[src/scpwm_pkg.sv]
// Purpose: Shared constants and types for the six channel PWM timer
// Assumes: Avalon-MM byte addresses, one register per aligned 32-bit word
// Notes:   Register byte address is four times the register index
package scpwm_pkg;

   // Register indices; byte address = index * 4
   localparam logic [7:0] IDX_MODE       = 8'hab;
   localparam logic [7:0] IDX_PERIOD_LO  = 8'hac;
   localparam logic [7:0] IDX_PERIOD_HI  = 8'had;
   localparam logic [7:0] IDX_BOUND_LO   = 8'hae;
   localparam logic [7:0] IDX_BOUND_HI   = 8'haf;
   localparam logic [7:0] IDX_DUTY_LO    = 8'hbb;
   localparam logic [7:0] IDX_DUTY_HI    = 8'hbc;
   localparam logic [7:0] IDX_LEAD       = 8'hbd;
   localparam logic [7:0] IDX_CHAN_SEL   = 8'hbe;
   localparam logic [7:0] IDX_IRQ_STATUS = 8'hc0;
   localparam logic [7:0] IDX_IRQ_MASK   = 8'hc1;
   localparam logic [7:0] IDX_IRQ_CTRL   = 8'hd1;

   // Field positions
   localparam int         CH_GRP2_LSB    = 4;
   localparam int         CH_GRP1_LSB    = 0;
   localparam int         IRQC_ENABLE    = 7;
   localparam int         IRQC_FLAG      = 3;
   localparam int         IRQ_OVF        = 0;

   // Reset value and full prescaler mask
   localparam logic [7:0] RST_BYTE       = 8'h00;
   localparam logic [6:0] PRESC_FULL     = 7'h7f;

   // Mode register layout
   typedef struct packed {
      logic       enable;
      logic [2:0] prescale_code;
      logic       grp2_invert;
      logic       grp1_invert;
      logic       comparator_sync_enable;
      logic       single_pulse_mode;
   } scpwm_mode_t;

   // Timer configuration bundle
   typedef struct packed {
      logic [15:0] period_value;
      logic [15:0] duty_value;
      logic [15:0] deadband_bound;
      logic [7:0]  deadband_lead_value;
   } scpwm_cfg_t;

   typedef enum logic [2:0] {
      ST_IDLE  = 3'b001,
      ST_RUN   = 3'b010,
      ST_STALL = 3'b100
   } scpwm_state_t;

endpackage

[src/scpwm_timer.sv]
// Function
// - Select bits 6..4 hand group-two pins to the timer when set, else GPIO.
// - Select bits 2..0 hand group-one pins to the timer when set, else GPIO.
// - Prescale code 000 divides by 128, halving per step, 111 divides by one.
// - Mode bit 3 inverts the three group-two outputs.
// - Mode bit 2 inverts the three group-one outputs.
// - Mode bit 1 lets comparator events start and stop outputs, else ignored.
// - Sixteen-bit period in two byte registers sets the terminal count.
// - Sixteen-bit duty in two byte registers ends the high phase.
// - Sixteen-bit dead-band bound in two bytes sets the trailing dead edge.
// - Enabling with zero period stalls the timer and blocks period writes.
// - Output high at count zero, low at duty match, wrap after period.
// - Single-pulse mode yields one period, then enable self-clears.
// - Overflow from period minus one sets a software readable flag.
// - Dead band is cut from the high pulse; too long means no pulse.
//
// Purpose: Six channel 16-bit up-counting PWM timer with Avalon-MM registers
// Assumes: Comparator start/stop arrive as one-cycle pulses in this clock
// Notes:   Register reads answer after exactly one wait cycle
`timescale 1ns/1ps
module scpwm_timer
   import scpwm_pkg::*;
(
   input  wire logic        i_sys_clk,
   input  wire logic        i_reset_n,
   input  wire logic [9:0]  i_avs_address,
   input  wire logic        i_avs_read,
   input  wire logic        i_avs_write,
   input  wire logic [31:0] i_avs_writedata,
   output logic      [31:0] o_avs_readdata,
   output logic             o_avs_waitrequest,
   input  wire logic        i_cmp_start,
   input  wire logic        i_cmp_stop,
   output logic      [5:0]  o_pin_wave,
   output logic      [5:0]  o_pin_sel,
   output logic             o_irq
);

   // Register state
   scpwm_mode_t  mode_q,      mode_d;
   scpwm_cfg_t   cfg_q,       cfg_d;
   logic [7:0]   chan_sel_q,  chan_sel_d;
   logic         irq_stat_q,  irq_stat_d;
   logic         irq_mask_q,  irq_mask_d;
   logic         wait_q,      wait_d;
   logic [31:0]  rdata_q,     rdata_d;
   logic         irq_q,       irq_d;

   // Timer state
   scpwm_state_t state_q,     state_d;
   logic [6:0]   presc_q,     presc_d;
   logic [15:0]  count_q,     count_d;
   logic         gate_q,      gate_d;
   logic [5:0]   wave_q,      wave_d;
   logic [5:0]   sel_q,       sel_d;

   logic         ovf_evt;
   logic         oneshot_clr;
   logic         tick;
   logic         req_take;
   logic         wr_take;
   logic [7:0]   reg_idx;
   logic         addr_ok;
   logic         wave_act;

   // Divider mask: all ones means divide by 128, zero mask means every clock
   function automatic logic [6:0] presc_mask(input logic [2:0] code);
      presc_mask = PRESC_FULL >> code;
   endfunction

   // Read mux over the documented and added registers
   function automatic logic [7:0] reg_read(input logic [7:0] idx,
                                           input scpwm_mode_t m,
                                           input scpwm_cfg_t c,
                                           input logic [7:0] ch,
                                           input logic st,
                                           input logic mk);
      reg_read = RST_BYTE;
      unique case (idx)
         IDX_MODE:       reg_read = m;
         IDX_PERIOD_LO:  reg_read = c.period_value[7:0];
         IDX_PERIOD_HI:  reg_read = c.period_value[15:8];
         IDX_BOUND_LO:   reg_read = c.deadband_bound[7:0];
         IDX_BOUND_HI:   reg_read = c.deadband_bound[15:8];
         IDX_DUTY_LO:    reg_read = c.duty_value[7:0];
         IDX_DUTY_HI:    reg_read = c.duty_value[15:8];
         IDX_LEAD:       reg_read = c.deadband_lead_value;
         IDX_CHAN_SEL:   reg_read = ch;
         IDX_IRQ_STATUS: reg_read[IRQ_OVF] = st;
         IDX_IRQ_MASK:   reg_read[IRQ_OVF] = mk;
         IDX_IRQ_CTRL: begin
            reg_read[IRQC_ENABLE] = mk;
            reg_read[IRQC_FLAG]   = st;
         end
         default:        reg_read = RST_BYTE;
      endcase
   endfunction

   // Bus decode: request taken while waitrequest is high, acted on when low
   assign reg_idx  = i_avs_address[9:2];
   assign addr_ok  = (i_avs_address[1:0] == 2'b00);
   assign req_take = (i_avs_read | i_avs_write) & wait_q;
   assign wr_take  = i_avs_write & ~wait_q & addr_ok;

   // Prescaler tick
   assign tick = ((presc_q & presc_mask(mode_q.prescale_code))
                  == presc_mask(mode_q.prescale_code));

   // Overflow when count steps from period minus one back to zero
   assign ovf_evt = (state_q == ST_RUN) & tick
                    & (count_q == cfg_q.period_value - 16'h0001);
   assign oneshot_clr = ovf_evt & mode_q.single_pulse_mode;

   // Active phase: lead dead time, then high until bound, never past duty
   assign wave_act = (count_q < cfg_q.duty_value)
                     & (count_q >= {8'h00, cfg_q.deadband_lead_value})
                     & (count_q < cfg_q.deadband_bound);

   // Register next values; hardware sets win over software clears
   always_comb begin
      mode_d     = mode_q;
      cfg_d      = cfg_q;
      chan_sel_d = chan_sel_q;
      irq_mask_d = irq_mask_q;
      irq_stat_d = irq_stat_q;
      wait_d     = ~req_take;
      rdata_d    = rdata_q;
      // Only reads refresh the data word, so software may poll it late
      if (req_take && i_avs_read) begin
         rdata_d = addr_ok ? {24'h000000, reg_read(reg_idx, mode_q, cfg_q, chan_sel_q,
                                                   irq_stat_q, irq_mask_q)} : 32'h00000000;
      end
      if (oneshot_clr) begin
         mode_d.enable = 1'b0;
      end
      if (wr_take) begin
         unique case (reg_idx)
            IDX_MODE:      mode_d = scpwm_mode_t'(i_avs_writedata[7:0]);
            IDX_PERIOD_LO: begin
               if (state_q != ST_STALL) begin
                  cfg_d.period_value[7:0] = i_avs_writedata[7:0];
               end
            end
            IDX_PERIOD_HI: begin
               if (state_q != ST_STALL) begin
                  cfg_d.period_value[15:8] = i_avs_writedata[7:0];
               end
            end
            IDX_BOUND_LO:  cfg_d.deadband_bound[7:0]  = i_avs_writedata[7:0];
            IDX_BOUND_HI:  cfg_d.deadband_bound[15:8] = i_avs_writedata[7:0];
            IDX_DUTY_LO:   cfg_d.duty_value[7:0]      = i_avs_writedata[7:0];
            IDX_DUTY_HI:   cfg_d.duty_value[15:8]     = i_avs_writedata[7:0];
            IDX_LEAD:      cfg_d.deadband_lead_value  = i_avs_writedata[7:0];
            IDX_CHAN_SEL:  chan_sel_d = i_avs_writedata[7:0];
            IDX_IRQ_STATUS: begin
               if (i_avs_writedata[IRQ_OVF]) begin
                  irq_stat_d = 1'b0;
               end
            end
            IDX_IRQ_MASK:  irq_mask_d = i_avs_writedata[IRQ_OVF];
            IDX_IRQ_CTRL: begin
               irq_mask_d = i_avs_writedata[IRQC_ENABLE];
               irq_stat_d = i_avs_writedata[IRQC_FLAG];
            end
            default: ;
         endcase
      end
      // Set placed last so an overflow is never lost to a same-cycle clear
      if (ovf_evt) begin
         irq_stat_d = 1'b1;
      end
      irq_d = irq_stat_d & irq_mask_d;
   end

   // Register bank flops
   always_ff @(posedge i_sys_clk) begin
      if (!i_reset_n) begin
         mode_q     <= scpwm_mode_t'(RST_BYTE);
         cfg_q      <= '0;
         chan_sel_q <= RST_BYTE;
         irq_stat_q <= 1'b0;
         irq_mask_q <= 1'b0;
         wait_q     <= 1'b1;
         rdata_q    <= 32'h00000000;
         irq_q      <= 1'b0;
      end else begin
         mode_q     <= mode_d;
         cfg_q      <= cfg_d;
         chan_sel_q <= chan_sel_d;
         irq_stat_q <= irq_stat_d;
         irq_mask_q <= irq_mask_d;
         wait_q     <= wait_d;
         rdata_q    <= rdata_d;
         irq_q      <= irq_d;
      end
   end

   // Timer sequencing, comparator gate and pin outputs
   always_comb begin
      state_d = state_q;
      presc_d = presc_q + 7'h01;
      count_d = count_q;
      gate_d  = gate_q;
      wave_d  = wave_q;
      sel_d   = sel_q;
      unique case (state_q)
         ST_IDLE: begin
            presc_d = 7'h00;
            count_d = 16'h0000;
            if (mode_q.enable) begin
               // Zero period parks the timer until enable drops
               state_d = (cfg_q.period_value == 16'h0000) ? ST_STALL : ST_RUN;
            end
         end
         ST_RUN: begin
            if (!mode_q.enable) begin
               state_d = ST_IDLE;
            end else if (tick) begin
               count_d = ovf_evt ? 16'h0000 : count_q + 16'h0001;
               if (oneshot_clr) begin
                  state_d = ST_IDLE;
               end
            end
         end
         ST_STALL: begin
            presc_d = 7'h00;
            if (!mode_q.enable) begin
               state_d = ST_IDLE;
            end
         end
         default: state_d = ST_IDLE;
      endcase

      // Comparator gating only while sync is enabled; otherwise always open
      if (!mode_q.comparator_sync_enable) begin
         gate_d = 1'b1;
      end else if (i_cmp_stop) begin
         gate_d = 1'b0;
      end else if (i_cmp_start) begin
         gate_d = 1'b1;
      end

      // Pins leave the timer when disabled; GPIO keeps its own last state
      if (state_q == ST_RUN && mode_q.enable) begin
         sel_d[2:0] = chan_sel_q[CH_GRP1_LSB +: 3];
         sel_d[5:3] = chan_sel_q[CH_GRP2_LSB +: 3];
      end else begin
         sel_d = 6'h00;
      end
      wave_d[2:0] = {3{(wave_act & gate_q) ^ mode_q.grp1_invert}};
      wave_d[5:3] = {3{(wave_act & gate_q) ^ mode_q.grp2_invert}};
   end

   // Timer flops
   always_ff @(posedge i_sys_clk) begin
      if (!i_reset_n) begin
         state_q <= ST_IDLE;
         presc_q <= 7'h00;
         count_q <= 16'h0000;
         gate_q  <= 1'b1;
         wave_q  <= 6'h00;
         sel_q   <= 6'h00;
      end else begin
         state_q <= state_d;
         presc_q <= presc_d;
         count_q <= count_d;
         gate_q  <= gate_d;
         wave_q  <= wave_d;
         sel_q   <= sel_d;
      end
   end

   assign o_avs_readdata    = rdata_q;
   assign o_avs_waitrequest = wait_q;
   assign o_pin_wave        = wave_q;
   assign o_pin_sel         = sel_q;
   assign o_irq             = irq_q;

endmodule // scpwm_timer

[config.mk]
export PLATFORM = sky130hd
export DESIGN_NAME = scpwm_timer
export DESIGN_NICKNAME = d
export VERILOG_FILES = /design/src/scpwm_pkg.sv /design/src/scpwm_timer.sv
export SDC_FILE = /design/constraint.sdc
export NUM_CORES = 1
export LEC_CHECK = 0
export BUFFER_PORTS_ARGS = -buffer_cell sky130_fd_sc_hd__buf_2
export CAP_MARGIN = 0
export CORE_ASPECT_RATIO = 1.75
export CORE_MARGIN = 4
export CORE_UTILIZATION = 40
export DETAILED_ROUTE_END_ITERATION = 6
export PLACE_DENSITY_LB_ADDON = 0.12
export SYNTH_ARGS = -nofsm -noshare
export SYNTH_HDL_FRONTEND = slang
export SYNTH_SLANG_ARGS = --single-unit
[constraint.sdc]
create_clock -name i_sys_clk -period 6.6 [get_ports i_sys_clk]
set_clock_uncertainty 0.1 [all_clocks]
set_input_delay 0.99 -clock i_sys_clk [delete_from_list [all_inputs] [get_ports i_sys_clk]]
set_output_delay 0.99 -clock i_sys_clk [all_outputs]
set_load 0.05 [all_outputs]
==> summary.txt <==
Critical path
  • Buf/Inv on CP: 0
  • R2R Setup Slk: 2.82 ns
  • CP startpoint kind: flip-flop
  • Critical Path RT: 6.77 ns
  • Crit path cell chain: or4_4 -> or3_1 -> a2111oi_2 -> nand4_1 -> or4_4 -> a311oi_4 -> nor2_1
  • WP data arrival: 3.95 ns
  • Top Family by Delay on Critical Path: simple AND/OR/NAND/NOR gates
  • Slowest CP cell: a311oi_4
  • Most frequent CP cell: or4_4
  • Critical Path End Type: flip-flop
  • Critical setup path kind: reg -> reg
  • Maximum fanout along the worst path: 14
  • Crit-path max cell delay: 0.83 ns

Clocking
  • Post-CTS setup buffers: 0
  • Post_cts resized: 0
  • Sink Count: 119
  • CTS Hold Bufs: 0
  • Reg clk slew, reported paths: 0.05 ns
  • Worst-case clock buffer depth: 2
  • TritonCTS clock tree: done
  • Clk_lat worst skew: 0.42 ns
  • Root Driver: clkbuf_16
  • CTS H-tree lvls: 4
  • Total CTS buffers: 17

Global route
  • Vias in the first global route: 6156
  • Initial antenna violation count: 0
  • Maximum number of pins on one net before global-route repair: 81
  • First-pass GRT wire length: 35600 um
  • Total grt overflow: 0
  • All-Layer GR Usage: 0.241

Yosys
  • Count leader, synth: nand2_1
  • Top cells by area, synth: dfxtp_1 (34%), nand2_1 (7.9%), ha_1 (7.5%)
  • Syn. warnings: 0
  • Mapped Cells: 875
  • Post-synth cell types: 76
  • Share of the synthesized area in the top cell type: 0.340
  • Mean Syn Cell Area: 8.00 um^2
  • Area leader, netlist: dfxtp_1
  • Post-synth EDFFs: 0
  • Mapped cell area: 0.00700 mm^2
  • Flip-flop and latch count after synthesis: 119
  • Most instantiated cells after synthesis: nand2_1 (148), dfxtp_1 (119), a21oi_1 (93)
  • Asr flop ratio synth: 0
  • Seq/Total Area, Yosys: 0.340
  • Most used flip-flop cell after synthesis: dfxtp_1

Floorplanning
  • Io pins: 94
  • Die height: 183 um
  • DIE AREA: 0.0198 mm^2
  • Row Count: 63
  • Die Width: 108 um
  • Starting Density: 0.409
  • Core area: 0.0171 mm^2

STA
  • Fin crit share: 0.573
  • Fin crit period: 3.78 ns
  • Worst slew margin: 0.317
  • Worst Tran Pin Value: 1.02 ns
  • Fmax: 264 MHz
  • Hold Slack: 0.354 ns
  • Slew Limit Fails: 0
  • Setup Viol. Count Final: 0
  • RSZ-0062 raised after global routing: no
  • Setup TNS: 0 ns
  • Final hold vios: 0

Placement
  • DP Wirelength: 17400 um
  • Port Buffers: 45
  • Routability cong.: 0.920

Routing
  • DRC: 0
  • DR WL/cell: 20.6 um
  • Initial DRC count: 370
  • Routed vias: 6321
  • Router iterations before antenna repair: 5
  • DRT antenna net count: 0
  • Vias per std cell: 5.57
  • Total Wirelength: 23300 um

Layout
  • Final core utilization: 0.459
  • Share of layout cells above drive strength 1: 0.128
  • Fillers: 1761
  • N_diodes: 0
  • NumNets Final: 985
  • Synthesis-to-layout area growth: 12.0%

Run
  • Max cap viols: 0

Pwr
  • Maximum vdd drop: 0.234 mV
  • Pleak: 2.86 nW
  • Total power: 1.81 mW
  • PD cells: 231 mW/mm^2

Worst hold path
  • HP Class: reg -> reg

Outcome
  • Outcome: finished, final reports clean
[logic make-up after synthesis]
family / share of synthesized area
muxes: 0.0409
other: 0.000535
AOI/OAI and AO/OA: 0.172
adders and majority gates: 0.0750
xor gates and xnor gates: 0.0500
and+or+nand+nor: 0.233
buffers and inverters: 0.0892
DFF: 0.340
[metal layers]
| layer | part of all wire | global-route usage | vias to the layer above |
|---|---|---|---|
| li1 | - | - | 3058 |
| met1 | 0.37 | 0.255 | 3006 |
| met2 | 0.52 | 0.436 | 196 |
| met3 | 0.040 | 0.0405 | 61 |
| met4 | 0.063 | 0.149 | 0 |
| met5 | 0 | 0 | - |
[state kept, by name, summed over array words and instances (netlist names)]
register,cells
gate_q,1
cfg_q,56
presc_q,7
o_avs_readdata,8
o_pin_wave,2
o_avs_waitrequest,1
o_irq,1
mode_q,8
irq_mask_q,1
state_q,3
irq_stat_q,1
o_pin_sel,6
count_q,16
chan_sel_q,8
[path summary, 6_finish.rpt]
kind | startpoint | endpoint | cells past startpoint
max | cfg_q[42] | count_q[4] | 7
min | o_avs_readdata[3] | o_avs_readdata[3] | 2
max reg2reg | cfg_q[42] | count_q[4] | 7
min reg2reg | o_avs_readdata[3] | o_avs_readdata[3] | 2
[per-stage QoR]
step                      instance area (um^2)  setup slack [ns]  instances
after global routing                      7850              2.63       1134
after global placement                    7210              2.85       1103
after detailed placement                  7210              2.85       1103
final                                     7850              2.82       1134
after CTS                                 7850              2.83       1134
after floorplan                           7090              3.41        898
[worst min-delay path, cell delays in order (launching register included)]
cell     delay, ns
dfxtp_1       0.30
nand2_1       0.05
a21oi_1       0.05
[cell usage in the layout (no fill, tap or decap), drive strengths merged, types with 24 or more instances in the layout]
| cell type | netlist | final |
|---|---|---|
| nand2 | 148 | 148 |
| dfxtp | 119 | 119 |
| a21oi | 93 | 93 |
| nor2 | 59 | 59 |
| inv | 50 | 50 |
| buf | 37 | 50 |
| ha | 42 | 42 |
| nand3 | 28 | 28 |
| conb | 1 | 24 |
| nor3 | 24 | 24 |
| clkbuf | 33 | 24 |
[power by group]
| part | internal, mW | leakage (nW) | switching, mW | total, mW |
|---|---|---|---|---|
| Combinational | 0.0119 | 1.59 | 0.0715 | 0.0833 |
| Clock | 0.670 | 0.307 | 0.337 | 1.01 |
| Sequential | 0.719 | 0.958 | 0.000724 | 0.720 |
[cell type report]
| class | count | area [um^2] | share of cell area |
|---|---|---|---|
| clock buffers | 24 | 492 | 0.0627 |
| clock inverters | 7 | 141 | 0.0180 |
| inverters | 50 | 188 | 0.0239 |
| multi-input cells | 657 | 4100 | 0.522 |
| flip-flops and latches | 119 | 2380 | 0.304 |
| well taps | 227 | 284 | 0.0362 |
| repair buffers | 50 | 263 | 0.0335 |
Power figures use the tool's default switching activity.
